**config.mk**
```make
export PLATFORM = sky130hd
export DESIGN_NAME = lvd_ctrl
export DESIGN_NICKNAME = d
export VERILOG_FILES = /design/src/lvd_pkg.sv /design/src/lvd_ctrl.sv
export SDC_FILE = /design/constraint.sdc
export NUM_CORES = 1
export LEC_CHECK = 0
export ABC_AREA = 1
export BUFFER_PORTS_ARGS = -buffer_cell sky130_fd_sc_hd__buf_4
export CAP_MARGIN = 20
export CORE_AREA = 2 2 50 52
export CTS_CLUSTER_DIAMETER = 40
export CTS_CLUSTER_SIZE = 28
export DETAILED_ROUTE_END_ITERATION = 12
export DIE_AREA = 0 0 52 54
export PLACE_DENSITY = 0.74
export RECOVER_POWER = 50
export SLEW_MARGIN = 20
export SYNTH_ARGS = -nofsm -noshare
export SYNTH_HDL_FRONTEND = slang
export SYNTH_SLANG_ARGS = --single-unit
```
**constraint.sdc**
```tcl
create_clock -name i_sys_clk -period 1 [get_ports i_sys_clk]
set_input_delay 0.15 -clock i_sys_clk [delete_from_list [all_inputs] [get_ports i_sys_clk]]
set_output_delay 0.15 -clock i_sys_clk [all_outputs]
set_load 0.1 [all_outputs]
```
**src/lvd_pkg.sv**
```systemverilog
package lvd_pkg;
	// ------------------------------------------------------------
	// register map
	// ------------------------------------------------------------
	localparam logic [3:0] LVD_ADDR_CTRL = 4'h0;
	localparam logic [3:0] LVD_ADDR_STATUS = 4'h1;
	localparam logic [3:0] LVD_ADDR_MASK = 4'h2;
	localparam logic [3:0] LVD_ADDR_GIE = 4'h3;
	// ------------------------------------------------------------
	// control register fields
	// ------------------------------------------------------------
	localparam int LVD_BIT_STABLE = 5;
	localparam int LVD_BIT_EN = 4;
	localparam logic [3:0] LVD_LEVEL_RST = 4'h5;
	localparam logic [3:0] LVD_LEVEL_EXT = 4'hF;
	localparam logic [3:0] LVD_LEVEL_MIN = 4'h2;
	localparam logic [1:0] LVD_UNIMPL = 2'h0;
	// ------------------------------------------------------------
	// status / mask fields
	// ------------------------------------------------------------
	localparam int LVD_ST_LOWV = 0;
	localparam int LVD_ST_STABLE = 1;
	localparam int LVD_NUM_EV = 2;

	typedef struct packed {
		logic [1:0] unimpl;
		logic stable;
		logic en;
		logic [3:0] level;
	} lvd_ctrl_s;

	typedef struct packed {
		logic [3:0] addr;
		logic [7:0] wdata;
		logic wr;
		logic rd;
	} lvd_bus_s;
endpackage : lvd_pkg

```
**src/lvd_ctrl.sv**
```systemverilog
`timescale 1ns/1ps
// Overview of operation
// (RULE1) control bits 7 and 6 always read zero and ignore writes.
// (RULE2) control bit 5 is a read-only reference-stable flag, zero at reset.
// (RULE3) control bit 4 powers the detector up when one and down when zero.
// (RULE4) bits 3 to 0 select the trip level, reset 0101, codes 0010-1110 valid.
// (RULE5) level code 1111 routes the external sense input to the comparator.
// (RULE6) the low-voltage flag is not set before the reference is stable.
// (RULE7) the settling wait comes from an analog stable input, not a cycle count.
// (RULE8) the reference is shared with brown-out reset, so no wait if already up.
// (RULE9) the flag may be set falsely while settling; software clears it afterwards.
// (RULE10) clearing the flag while below trip leaves it set.
// (RULE11) software sets level, masks irq, enables, polls stable, clears flag, unmasks.
// (RULE12) the detector keeps working in sleep and a trip wakes the core.
// (RULE13) after a detector wake, vector taken only with global irq enabled.
// (RULE14) any device reset returns the control register to reset and powers off.
// (RULE15) software should enable the detector only for short checks.
// (RULE16) the flag is set when the sense voltage falls below the reference.
// (RULE17) analog indications are synchronised; sleep wake is combinational.
module lvd_ctrl (
	input wire logic i_sys_clk,
	input wire logic i_rst,
	input wire logic [3:0] i_addr,
	input wire logic [7:0] i_wdata,
	input wire logic i_wr,
	input wire logic i_rd,
	output logic [7:0] o_rdata,
	input wire logic i_below_trip,
	input wire logic i_ref_stable,
	input wire logic i_brownout_ref_on,
	input wire logic i_sleep,
	output logic o_detector_power_enable,
	output logic [3:0] o_trip_level_select,
	output logic o_sense_from_external,
	output logic o_wake,
	output logic o_vector_take,
	output logic o_irq
);
	// ------------------------------------------------------------
	// bus decode
	// ------------------------------------------------------------
	lvd_pkg::lvd_bus_s bus;
	assign bus = '{addr: i_addr, wdata: i_wdata, wr: i_wr, rd: i_rd};
	wire wr_ctrl = bus.wr && (bus.addr == lvd_pkg::LVD_ADDR_CTRL);
	wire wr_stat = bus.wr && (bus.addr == lvd_pkg::LVD_ADDR_STATUS);
	wire wr_mask = bus.wr && (bus.addr == lvd_pkg::LVD_ADDR_MASK);
	wire wr_gie = bus.wr && (bus.addr == lvd_pkg::LVD_ADDR_GIE);
	wire rd_ctrl = bus.rd && (bus.addr == lvd_pkg::LVD_ADDR_CTRL);
	wire rd_stat = bus.rd && (bus.addr == lvd_pkg::LVD_ADDR_STATUS);
	wire rd_mask = bus.rd && (bus.addr == lvd_pkg::LVD_ADDR_MASK);
	wire rd_gie = bus.rd && (bus.addr == lvd_pkg::LVD_ADDR_GIE);
	// strobes to any other address touch nothing and read zero
	wire rd_unmapped = bus.rd && !(rd_ctrl || rd_stat || rd_mask || rd_gie);
	wire wr_unmapped = bus.wr && !(wr_ctrl || wr_stat || wr_mask || wr_gie);

	// write data seen through the control register layout
	lvd_pkg::lvd_ctrl_s wr_fields;
	assign wr_fields = bus.wdata;
	// write data seen as one bit per event
	logic [lvd_pkg::LVD_NUM_EV-1:0] wr_ev_bits;
	assign wr_ev_bits = bus.wdata[lvd_pkg::LVD_NUM_EV-1:0];

	// ------------------------------------------------------------
	// synchronisers
	// ------------------------------------------------------------
	logic below_s1, below_s2, stable_s1, stable_s2;
	always_ff @(posedge i_sys_clk) begin
		below_s1 <= i_below_trip; // RULE17
		below_s2 <= below_s1;
		stable_s1 <= i_ref_stable;
		stable_s2 <= stable_s1;
	end

	// ------------------------------------------------------------
	// control register
	// ------------------------------------------------------------
	logic en;
	logic [3:0] level;
	logic next_en;
	logic [3:0] next_level;
	// only enable and level are writable; bits 7..5 fall away here
	assign next_en = wr_ctrl ? wr_fields.en : en; // RULE3
	assign next_level = wr_ctrl ? wr_fields.level : level; // RULE4
	always_ff @(posedge i_sys_clk) begin
		if (i_rst) begin
			en <= 1'b0; // RULE14
			level <= lvd_pkg::LVD_LEVEL_RST; // RULE4
		end else begin
			en <= next_en;
			level <= next_level;
		end
	end

	// ------------------------------------------------------------
	// level decode
	// ------------------------------------------------------------
	// reserved codes below the minimum never trip
	wire level_valid = (level >= lvd_pkg::LVD_LEVEL_MIN); // RULE4
	wire level_external = (level == lvd_pkg::LVD_LEVEL_EXT); // RULE5
	wire level_internal = level_valid && !level_external;

	assign o_detector_power_enable = en; // RULE3
	assign o_trip_level_select = level;
	assign o_sense_from_external = level_external; // RULE5

	// ------------------------------------------------------------
	// reference settling
	// ------------------------------------------------------------
	// reference already up via brown-out circuit skips the wait
	wire ref_ok = en && (stable_s2 || i_brownout_ref_on); // RULE7 RULE8
	// wait timed by the analog stable input, not by a cycle count
	wire ref_settling = en && !ref_ok; // RULE6
	lvd_pkg::lvd_ctrl_s ctrl;
	assign ctrl = '{unimpl: lvd_pkg::LVD_UNIMPL, stable: ref_ok, en: en, level: level}; // RULE1 RULE2

	// ------------------------------------------------------------
	// event flags, mask, global enable
	// ------------------------------------------------------------
	logic [lvd_pkg::LVD_NUM_EV-1:0] status;
	logic [lvd_pkg::LVD_NUM_EV-1:0] mask;
	logic global_irq_enable;
	logic stable_d;
	wire trip = ref_ok && level_valid && below_s2; // RULE6 RULE16
	// reference became stable: one pulse on the rise of ref_ok
	wire ref_rise = ref_ok && !stable_d;
	logic [lvd_pkg::LVD_NUM_EV-1:0] ev_set;
	assign ev_set[lvd_pkg::LVD_ST_LOWV] = trip;
	assign ev_set[lvd_pkg::LVD_ST_STABLE] = ref_rise;
	// write-one-to-clear, per event bit
	logic [lvd_pkg::LVD_NUM_EV-1:0] ev_clr;
	assign ev_clr = wr_stat ? wr_ev_bits : '0; // RULE9
	logic [lvd_pkg::LVD_NUM_EV-1:0] next_status;
	logic [lvd_pkg::LVD_NUM_EV-1:0] next_mask;
	genvar g;
	generate
		for (g = 0; g < lvd_pkg::LVD_NUM_EV; g++) begin : g_ev
			// set beats the write-one clear
			assign next_status[g] = ev_set[g] || (status[g] && !ev_clr[g]); // RULE10
		end
	endgenerate
	assign next_mask = wr_mask ? wr_ev_bits : mask;
	wire next_gie = wr_gie ? bus.wdata[0] : global_irq_enable;

	always_ff @(posedge i_sys_clk) begin
		if (i_rst) begin
			status <= '0;
			mask <= '0;
			global_irq_enable <= 1'b0;
			stable_d <= 1'b0;
		end else begin
			status <= next_status;
			mask <= next_mask;
			global_irq_enable <= next_gie;
			stable_d <= ref_ok;
		end
	end

	// ------------------------------------------------------------
	// interrupt, wake and vector
	// ------------------------------------------------------------
	wire irq_pending = |(status & mask);
	// wake needs no clock: raw comparator while asleep
	wire sleep_trip_raw = i_sleep && en && level_valid && i_below_trip; // RULE12 RULE17
	assign o_irq = irq_pending;
	assign o_wake = irq_pending || sleep_trip_raw; // RULE12
	assign o_vector_take = o_wake && global_irq_enable; // RULE13

	// ------------------------------------------------------------
	// read data
	// ------------------------------------------------------------
	logic [7:0] rsel;
	always_comb begin
		unique case (bus.addr)
			lvd_pkg::LVD_ADDR_CTRL: rsel = ctrl;
			lvd_pkg::LVD_ADDR_STATUS: rsel = {6'h00, status};
			lvd_pkg::LVD_ADDR_MASK: rsel = {6'h00, mask};
			lvd_pkg::LVD_ADDR_GIE: rsel = {7'h00, global_irq_enable};
			default: rsel = 8'h00;
		endcase
	end
	always_ff @(posedge i_sys_clk) begin
		if (i_rst)
			o_rdata <= 8'h00;
		else
			o_rdata <= bus.rd ? rsel : 8'h00;
	end

	// ------------------------------------------------------------
	// checks
	// ------------------------------------------------------------
	a_unimpl_zero: assert property (@(posedge i_sys_clk) disable iff (i_rst) // RULE1
		$past(i_rd) && $past(i_addr) == lvd_pkg::LVD_ADDR_CTRL |-> o_rdata[7:6] == 2'h0)
		else $error("unimplemented bits read nonzero");
	a_stable_gate: assert property (@(posedge i_sys_clk) disable iff (i_rst) // RULE2
		!en |-> !ctrl.stable) else $error("stable flag without enable");
	a_en_write: assert property (@(posedge i_sys_clk) disable iff (i_rst) // RULE3
		wr_ctrl |=> en == $past(wr_fields.en)) else $error("enable write lost");
	a_ext_sense: assert property (@(posedge i_sys_clk) disable iff (i_rst) // RULE5
		level == lvd_pkg::LVD_LEVEL_EXT |-> o_sense_from_external)
		else $error("external sense not chosen");
	a_no_early_flag: assert property (@(posedge i_sys_clk) disable iff (i_rst) // RULE6
		!ref_ok && !status[0] |=> !status[0]) else $error("flag set before stable");
	a_flag_sticks: assert property (@(posedge i_sys_clk) disable iff (i_rst) // RULE10
		trip |=> status[0]) else $error("flag not held while below trip");
	a_reset_off: assert property (@(posedge i_sys_clk) // RULE14
		i_rst |=> !en && level == lvd_pkg::LVD_LEVEL_RST) else $error("reset state wrong");
	a_wake_vector: assert property (@(posedge i_sys_clk) disable iff (i_rst) // RULE13
		o_vector_take |-> o_wake && global_irq_enable) else $error("vector without gie");
	a_sleep_wake: assert property (@(posedge i_sys_clk) disable iff (i_rst) // RULE12
		status[0] && mask[0] |-> o_wake) else $error("no wake on flag");

	// ------------------------------------------------------------
	// register access checks
	// ------------------------------------------------------------
	a_unmapped_read: assert property (@(posedge i_sys_clk) disable iff (i_rst) // RULE1
		rd_unmapped |=> o_rdata == '0) else $error("unmapped read nonzero");
	a_unmapped_write: assert property (@(posedge i_sys_clk) disable iff (i_rst) // RULE1
		wr_unmapped |=> en == $past(en) && level == $past(level)
		&& mask == $past(mask) && global_irq_enable == $past(global_irq_enable))
		else $error("unmapped write changed a register");
	a_ctrl_read: assert property (@(posedge i_sys_clk) disable iff (i_rst) // RULE2
		rd_ctrl |=> o_rdata == $past(ctrl)) else $error("control read wrong");
	a_status_read: assert property (@(posedge i_sys_clk) disable iff (i_rst) // RULE16
		rd_stat |=> o_rdata[lvd_pkg::LVD_NUM_EV-1:0] == $past(status))
		else $error("status read wrong");
	a_level_write: assert property (@(posedge i_sys_clk) disable iff (i_rst) // RULE4
		wr_ctrl |=> level == $past(wr_fields.level)) else $error("level write lost");
	a_level_hold: assert property (@(posedge i_sys_clk) disable iff (i_rst) // RULE4
		!wr_ctrl |=> level == $past(level)) else $error("level changed without write");
	a_power_down: assert property (@(posedge i_sys_clk) disable iff (i_rst) // RULE3
		wr_ctrl && !wr_fields.en |=> !o_detector_power_enable) else $error("power down lost");
	a_mask_write: assert property (@(posedge i_sys_clk) disable iff (i_rst) // RULE12
		wr_mask |=> mask == $past(wr_ev_bits)) else $error("mask write lost");
	a_gie_write: assert property (@(posedge i_sys_clk) disable iff (i_rst) // RULE13
		wr_gie |=> global_irq_enable == $past(bus.wdata[0])) else $error("global enable write lost");
	a_internal_tap: assert property (@(posedge i_sys_clk) disable iff (i_rst) // RULE5
		level_internal |-> !o_sense_from_external) else $error("external sense on internal");
	a_ext_trip: assert property (@(posedge i_sys_clk) disable iff (i_rst) // RULE5
		level_external |-> level_valid) else $error("external level not tripping");

	// ------------------------------------------------------------
	// reference and flag checks
	// ------------------------------------------------------------
	a_settle_flag: assert property (@(posedge i_sys_clk) disable iff (i_rst) // RULE6
		ref_settling |-> !ctrl.stable && !trip) else $error("trip while settling");
	a_brownout_skip: assert property (@(posedge i_sys_clk) disable iff (i_rst) // RULE8
		en && i_brownout_ref_on |-> ctrl.stable) else $error("shared reference waited");
	// both analog indications reach the stable flag and trip logic two edges late
	a_stable_sync: assert property (@(posedge i_sys_clk) disable iff (i_rst) // RULE17
		en && !i_brownout_ref_on |-> ctrl.stable == $past(i_ref_stable, 2))
		else $error("stable flag not synchronised");
	a_below_sync: assert property (@(posedge i_sys_clk) disable iff (i_rst) // RULE17
		ref_ok && level_valid |-> trip == $past(i_below_trip, 2))
		else $error("comparator not synchronised");
	a_flag_clear: assert property (@(posedge i_sys_clk) disable iff (i_rst) // RULE9
		wr_stat && wr_ev_bits[lvd_pkg::LVD_ST_LOWV] && !trip |=> !status[lvd_pkg::LVD_ST_LOWV])
		else $error("flag clear lost");
	a_stable_event: assert property (@(posedge i_sys_clk) disable iff (i_rst) // RULE2
		ref_rise |=> status[lvd_pkg::LVD_ST_STABLE]) else $error("stable event lost");
	a_reserved_level: assert property (@(posedge i_sys_clk) disable iff (i_rst) // RULE4
		!level_valid && !status[lvd_pkg::LVD_ST_LOWV] |=> !status[lvd_pkg::LVD_ST_LOWV])
		else $error("reserved level tripped");
	a_off_no_flag: assert property (@(posedge i_sys_clk) disable iff (i_rst) // RULE3
		!en && !status[lvd_pkg::LVD_ST_LOWV] |=> !status[lvd_pkg::LVD_ST_LOWV])
		else $error("flag set while powered down");
	a_reset_clear: assert property (@(posedge i_sys_clk) // RULE14
		i_rst |=> status == '0 && mask == '0 && !global_irq_enable && o_rdata == '0)
		else $error("flags not cleared by reset");

	// ------------------------------------------------------------
	// wake checks
	// ------------------------------------------------------------
	a_sleep_raw: assert property (@(posedge i_sys_clk) disable iff (i_rst) // RULE17
		sleep_trip_raw |-> o_wake) else $error("no wake from raw comparator");
	a_no_vector: assert property (@(posedge i_sys_clk) disable iff (i_rst) // RULE13
		!global_irq_enable |-> !o_vector_take) else $error("vector without global enable");
	a_wake_gate: assert property (@(posedge i_sys_clk) disable iff (i_rst) // RULE12
		!en && !irq_pending |-> !o_wake) else $error("wake while powered down");
	a_irq_masked: assert property (@(posedge i_sys_clk) disable iff (i_rst) // RULE12
		mask == '0 |-> !o_irq) else $error("irq with all events masked");
endmodule : lvd_ctrl

```
# Yosys cells after proc, flatten, opt, wreduce, memory -nomap -nowiden
# Index checks and enable logic that the tools add are counted.
# op_classes
reduce_logical	24
mux	2
n_eq_ne	4
magnitude_cmp	1
bitwise	2
# ops
cell	count
case mux 6 bit (4 select lines)	1
logical AND 1 bit	14
equality test 4 x 2 -> 1 bit (second input constant)	2
equality test 4 x 1 -> 1 bit (second input constant)	1
equality test 4 bit (second input constant)	1
>= comparator 4 x 2 -> 1 bit (second input constant)	1
zero test 4 bit	1
logical OR 1 bit	4
OR reduction 2 bit	2
zero test 1 bit	3
bitwise AND 2 bit	1
2-to-1 mux 2 bit	1
inverter 1 bit	1
# word_totals
output_inout_bits	17
reg_bits	23
word_cells	44
input_bits	20

# Depth between registers and ports, before layout
# Gate-level depths: netlist of the first run.
# logic_depth
ltp_word	6
mapped_depth	6
depth_no_buf	6

# Least setup slack after synthesis of the first run
# OpenSTA, ideal clock, no wires.
# synth_timing
kind	reg2out
startpoint	register mask[0] (netlist name)
endpoint	output port o_vector_take
path_buffers	0
t_required_ps	850
path_slack_ps	-3447
t_arrival_ps	4297
stages_incl_launch_ff	5
cell_sequence	dfxtp_1 > inv_1 > o21ai_0 > inv_1 > a21oi_1
# synth_via
elab_chain_len	4
# synth_lines
element	line_no	source
start, declared	lvd_ctrl.sv:120	logic [lvd_pkg::LVD_NUM_EV-1:0] mask;
start signal, assigned	lvd_ctrl.sv:152	mask <= next_mask;
bitwise AND 2 bit	lvd_ctrl.sv:161	wire irq_pending = |(status & mask);
OR reduction 2 bit	lvd_ctrl.sv:161	
named net o_irq	lvd_ctrl.sv:37	output logic o_irq
logical OR 1 bit	lvd_ctrl.sv:165	assign o_wake = irq_pending || sleep_trip_raw;
logical AND 1 bit	lvd_ctrl.sv:166	assign o_vector_take = o_wake && global_irq_enable;
end, declared	lvd_ctrl.sv:36	output logic o_vector_take,
# The timed path passes the listed nets, and every way through them passes these cells.

# Final worst setup path of the first run
# layout_timing
startpoint	register level[2] (netlist: o_trip_level_select[2])
endpoint	output port o_vector_take
# layout_via
elab_chain_len	5
# layout_lines
element	line_no	source
start, declared	lvd_ctrl.sv:78	logic [3:0] level;
start signal, assigned	lvd_ctrl.sv:87	level <= lvd_pkg::LVD_LEVEL_RST;
start signal, assigned	lvd_ctrl.sv:90	level <= next_level;
>= comparator 4 x 2 -> 1 bit	lvd_ctrl.sv:98	wire level_valid = (level >= lvd_pkg::LVD_LEVEL_MIN);
logical AND 1 bit (2 in a row)	lvd_ctrl.sv:163	wire sleep_trip_raw = i_sleep && en && level_valid && i_below_trip;
logical OR 1 bit	lvd_ctrl.sv:165	
logical AND 1 bit	lvd_ctrl.sv:166	
# Every way passes these cells.

==> results of run 1 <==
-- worst max-delay path: stages, from the launching register on --
cell and delay, ps:
dfxtp_4 380, inv_4 30, nand3_2 70, nand4_1 170
a21oi_4 200, buf_12 190
-- layout by cell type (no fill, tap or decap), types with 2 or more instances in the layout --
cell type,n
nor2_1,16
nand3_1,8
buf_4,28
inv_1,8
buf_12,15
dlygate4sd3_1,3
inv_2,5
buf_6,7
nand4_1,8
dfxtp_4,5
dfxtp_2,8
nor3_1,3
conb_1,2
nand2_1,15
dfxtp_1,8
nor2_4,2
inv_4,3
o21ai_0,3
nor2_2,3
nand2_4,2
clkbuf_4,6
-- routing by layer --
layer | up-vias | track usage | wire (um)
li1 | 471 | - | -
met1 | 431 | 0.2068 | 948
met2 | 31 | 0.4093 | 1465
met3 | 7 | 0.04167 | 142
met4 | 0 | 0.1272 | 77
met5 | - | 0 | 0
-- cells by family (layout without fill, tap and decap cells) --
logic type,after synthesis,after routing
other,1,2
buffers and inverters,20,77
AND/OR/NAND/NOR,61,61
flip-flops,21,21
AO/OA/AOI/OAI,8,8
-- registers in the layout (all words and copies together) (netlist names) --
| name | cells |
|---|---|
| o_rdata | 6 |
| o_trip_level_select | 4 |
| mask | 2 |
| status | 2 |
| below_s1 | 1 |
| below_s2 | 1 |
| global_irq_enable | 1 |
| o_detector_power_enable | 1 |
| stable_d | 1 |
| stable_s1 | 1 |
| stable_s2 | 1 |
-- how the worst min path moves through the flow --
stage                            start                     end  slack [ps]  cells after the start
after global placement    i_ref_stable               stable_s1         260                      1
after global routing        i_wdata[0]  o_trip_level_select[0]          70                      3
final                       i_wdata[2]  o_trip_level_select[2]          60                      3
after floorplan           i_below_trip                below_s1         180                      0
after CTS                   i_wdata[2]  o_trip_level_select[2]          50                      3
after detailed placement  i_ref_stable               stable_s1         260                      1
-- final cells by class --
| type | count | area [um^2] | share of cell area |
|---|---|---|---|
| flip-flops and latches | 21 | 449.2 | 0.2759 |
| clock buffers | 3 | 22.52 | 0.01384 |
| well taps | 30 | 37.54 | 0.02306 |
| repair buffers | 56 | 641.9 | 0.3943 |
| clock inverters | 1 | 5.005 | 0.003075 |
| inverters | 17 | 71.32 | 0.04381 |
| multi-input cells | 71 | 400.4 | 0.2460 |
-- per-stage QoR --
stage | hold WS, ps | worst slack (ps) | setup TNS, ps
2_1_floorplan | 177.7 | -815.6 | -2179
3_3_place_gp | 255.2 | -260.4 | -638.2
3_5_place_dp | 256.3 | -278.9 | -734.2
4_1_cts | 53.00 | -534.1 | -2534
5_1_grt | 71.93 | -575.1 | -3109
6_report | 62.01 | -512.6 | -2485
-- timing repair --
item,4_1_cts,5_1_grt
hold buffers,3,0
endpoints found under the hold margin,4,0
endpoints found under the setup margin,16,17
gates resized for setup,57,5
pin swaps,6,3
buffers inserted,2,1
-- power groups by stage --
| stage | clock (mW) | combinational, mW | sequential [mW] |
|---|---|---|---|
| global placement | 0 | 0.246 | 0.870 |
| finish | 0.428 | 0.291 | 0.854 |
| detailed placement | 0 | 0.250 | 0.871 |
| global route | 0.479 | 0.308 | 0.856 |
| CTS | 0.447 | 0.285 | 0.853 |
| floorplan | 0 | 0.102 | 0.911 |
==> out/summary.txt, run 1 <==
Unique masters post-synth: 19
Crit Reg-Reg Startpoint: o_detector_power_enable
Max-cap viol count: 0
First-pass GRT wire length: 4160 um
Initial drt markers: 18
Mux cell area share after synthesis: 0
Initial Utilization: 0.3695
Die W: 52 um
Synth area leaders: dfxtp_1 (49%), nor2_1 (7.9%), nand2_1 (7.4%), inv_1 (6.6%), nand4_1 (5.8%)
Sequential share of the synthesized area: 0.4905
Antenna fix cells: 0
Hold Vio Cnt, Final: 0
Top cells by count, synth: dfxtp_1 (21), nor2_1 (18), nand2_1 (17)
Clk network pwr share: 0.272
Count leader, synth: dfxtp_1
Internal power: 1.114 mW
Final Util: 0.7017
Largest net degree at the start of global routing: 13
Compound-gate portion of the synthesized area: 0.04964
Worst-case clock buffer depth: 2
Reg2Reg Setup Slack: 30 ps
Unrepaired setup endpoints after global routing: true
Layout cells sized above 1: 0.5385
Drt via density: 4.724
Simple-gate share of the synthesized area: 0.3504
Num CTS Buffers: 3
TritonRoute pass-1 iters: 4
Failing checks: negative setup slack
Worst hold path class: in2reg
Cell area after layout: 1628 um^2
Synthesis-stage register bit count: 21
Vias after detailed routing: 940
Critical Path End: o_vector_take
Syn Std Cell Area: 857.1 um^2
Synth Area per Inst: 7.721 um^2
Final std cells w/o fill: 199
DRC Markers: 0
Number of synthesized flops with an enable pin: 0
Routability cong.: 0.8173
I/O pin cnt: 37
Worst VDD drop: 0.0008764 V
Worst-Skew Late Latency: 320 ps
Cell Count Post-Placement: 189
XOR/XNOR Fraction of Synth Area: 0
Remaining antenna violation count after routing: 0
Area after DPL: 1319 um^2
Power, Total: 1.573 mW
Routed wire length: 2635 um
Filler cells: 173
Total track usage: 0.2118
CP Class: reg2out
Htree depth: 1
R2R Path End: status[1]
Reg clk slew, reported paths: 120 ps
Critical Path RT: 850 ps
Synth Area in Adders: 0
Setup violators final: 13
Area share of the largest cell type after synthesis: 0.4905
Synthesis warning total: 0
Root buffer cell: clkbuf_4
Worst Setup End Kind: output pin
Worst reg2reg path depth: 7
Wire length per cell: 13.24 um
Final Max Tran Viols: 0
Cell taking the most area after synthesis: dfxtp_1
Final WS setup: -512.6 ps
Die ar.: 2808 um^2
Die Height: 54 um
Initial antenna violation count: 0
Reg power frac: 0.543
Sw power: 0.4589 mW
TritonCTS clock tree: yes
Post-Syn Instances: 111
Port bufs: 31
Main combinational cell family by area after synthesis: simple AND/OR/NAND/NOR gates
Status: finished with violations
Area delta synth->final: 89.93%
Gate power share: 0.185
Static Leak: 0.7342 nW
Crit-path max FO: 2
Post-layout min period: 1513 ps
Skew final: 8.304 ps
CP Launch Point: o_trip_level_select[2]
Max Clock Freq: 661.1 MHz
Std cell rows: 18
Final HPWL DP: 1689 um
Asr flop ratio synth: 0
Startpoint type of the worst setup path: flop
Period utilization: 1.513
Vias in the first global route: 951
Primary FF master, synth: dfxtp_1
Core area: 2320 um^2
PD cells: 966.1 nW/um^2
Global route total overflow: 0
Net Sw Frac: 0.2918
Final #Nets: 190
CTS Sinks: 21
CP Data Arrival Time: 1360 ps
Power figures use the tool's default switching activity.
==> run 2, diff against run 1 <==
==> constraint.sdc (replaced) <==
create_clock -name i_sys_clk -period 1 [get_ports i_sys_clk]
set_input_delay 0.15 -clock i_sys_clk [delete_from_list [all_inputs] [get_ports i_sys_clk]]
set_output_delay 0.15 -clock i_sys_clk [all_outputs]
set_load 0.02 [all_outputs]
==> run 2 against run 1 <==
Compared with the run above: the flow still finishes with violations (negative setup slack); count of clock-buffer cells in the layout unchanged; critical path depth unchanged; setup slack improved by 68 ps; global-route usage down 3.7 points; clock skew barely moved; worst hold slack got worse by 52 ps; total power is 5.4% lower; sequential share of layout area increased by 2.1 points; via count decreased by 1.8%; largest cell class unchanged; largest power group unchanged; highest routed layer unchanged.
==> out/summary.txt, run 2 (synthesis results as in run 1) <==
I/O pin cnt: 37
Final HPWL DP: 1767 um
Initial drt markers: 15
Sw power: 0.3839 mW
CP Class: reg2out
Routability cong.: 0.9122
Die Height: 54 um
Reg2Reg Setup Slack: 0 ps
First-pass GRT wire length: 3594 um
Remaining antenna violation count after routing: 0
Startpoint type of the worst setup path: flop
Reg clk slew, reported paths: 120 ps
Max Clock Freq: 692.2 MHz
Wire length per cell: 12.22 um
Area after DPL: 1272 um^2
Internal power: 1.105 mW
Reg power frac: 0.577
Worst VDD drop: 0.001006 V
Post-layout min period: 1445 ps
Largest net degree at the start of global routing: 13
Worst Setup End Kind: output pin
Most frequent cells in the layout: buf_4 (38), nand2_1 (16), nor2_1 (16)
Routed wire length: 2443 um
Met1 wire length: 1019 um
Area delta synth->final: 71.82%
Initial Utilization: 0.3695
Met3 WL: 100 um
Setup violators final: 9
Status: finished with violations
Htree depth: 1
Worst hold path class: in2reg
Met2 WL post-DR: 1298 um
Net Sw Frac: 0.2579
Crit Reg-Reg Startpoint: o_trip_level_select[1]
Unrepaired setup endpoints after global routing: true
R2R Path End: status[0]
Power, Total: 1.488 mW
Max-cap viol count: 0
Skew final: 8.046 ps
Highest Signal Layer: met4
Max reg flops: 6
Worst-Skew Late Latency: 320 ps
Worst hold slack: 10.06 ps
Root buffer cell: clkbuf_4
Final Max Tran Viols: 0
DRC Markers: 0
CTS Sinks: 21
Final WS setup: -444.6 ps
Period utilization: 1.445
Std cell rows: 18
Worst-case clock buffer depth: 2
TritonCTS clock tree: yes
Initial antenna violation count: 0
Critical Path RT: 850 ps
Commonest non-fill, non-tap cell in the layout: buf_4
Worst Hold Endpoint: status[0]
Core area: 2320 um^2
Biggest register: o_rdata
Layout cells sized above 1: 0.5176
Static Leak: 0.7073 nW
Vias in the first global route: 830
Final #Nets: 191
Clk network pwr share: 0.279
Hold Vio Cnt, Final: 0
Antenna fix cells: 0
Port bufs: 31
Crit-path max FO: 2
Die ar.: 2808 um^2
Num CTS Buffers: 3
TritonRoute pass-1 iters: 4
Hold path depth: 2
Drt via density: 4.615
Gate power share: 0.144
PD cells: 1011 nW/um^2
Setup TNS: -1773 ps
Failing checks: negative setup slack
Worst reg2reg path depth: 6
Die W: 52 um
Global route total overflow: 0
Total track usage: 0.1745
Vias after detailed routing: 923
Worst Hold Launch: i_rst
CP Data Arrival Time: 1290 ps
Cell area after layout: 1473 um^2
[run 2: critical path, stage by stage, from the launching register on]
cell and delay [ps]:
dfxtp_4 370, inv_2 50, nand3_4 80, nand4_1 180, a21oi_4 170, buf_6 130
[run 2: per-layer routing]
metal  GRT usage  vias up
met2      0.3165       19
met5           0        -
met3     0.03889        3
met4     0.05702        0
li1            -      473
met1      0.2027      428
[run 2: worst max path at each step]
stage | start | endpoint | slack, ps | cells after the start
after detailed placement | o_trip_level_select[3] | o_vector_take | -140 | 5
after floorplan | o_trip_level_select[3] | o_vector_take | -40 | 4
final | o_trip_level_select[1] | o_vector_take | -440 | 5
after CTS | o_trip_level_select[3] | o_vector_take | -420 | 5
after global routing | o_trip_level_select[3] | o_vector_take | -490 | 5
after global placement | o_trip_level_select[3] | o_vector_take | -110 | 5
[run 2: cell type report]
class / count / area (um^2)
Clock buffer: 3 / 22.52
Clock inverter: 1 / 5.005
Fill cell: 179 / 847.1
Inverter: 17 / 71.32
Multi-Input combinational cell: 71 / 409.1
Sequential cell: 21 / 437.9
Tap cell: 30 / 37.54
Timing Repair Buffer: 57 / 489.2
[run 2: what timing repair did]
action                                  in CTS  in global routing
hold buffers                                 2                  0
setup buffers                                4                  7
endpoints found under the setup margin       8                 10
resized for setup                           24                 13
endpoints found under the hold margin        2                  0
pin swaps                                    8                  7
[run 2: power by group through the flow]
stage,combinational (mW),clock (mW),sequential (mW)
after global placement,0.177,0,0.875
after floorplan,0.0724,0,0.882
after CTS,0.203,0.410,0.857
after global routing,0.228,0.468,0.861
final,0.214,0.416,0.859
after detailed placement,0.181,0,0.876
[run 2: metrics by stage]
stage                       util  cells  setup slack [ps]
after global routing      0.6348    200            -494.3
final                     0.6348    200            -444.6
after CTS                 0.6090    196            -418.1
after global placement    0.5485    186            -107.7
after detailed placement  0.5485    186            -135.4
after floorplan                -    112            -37.37
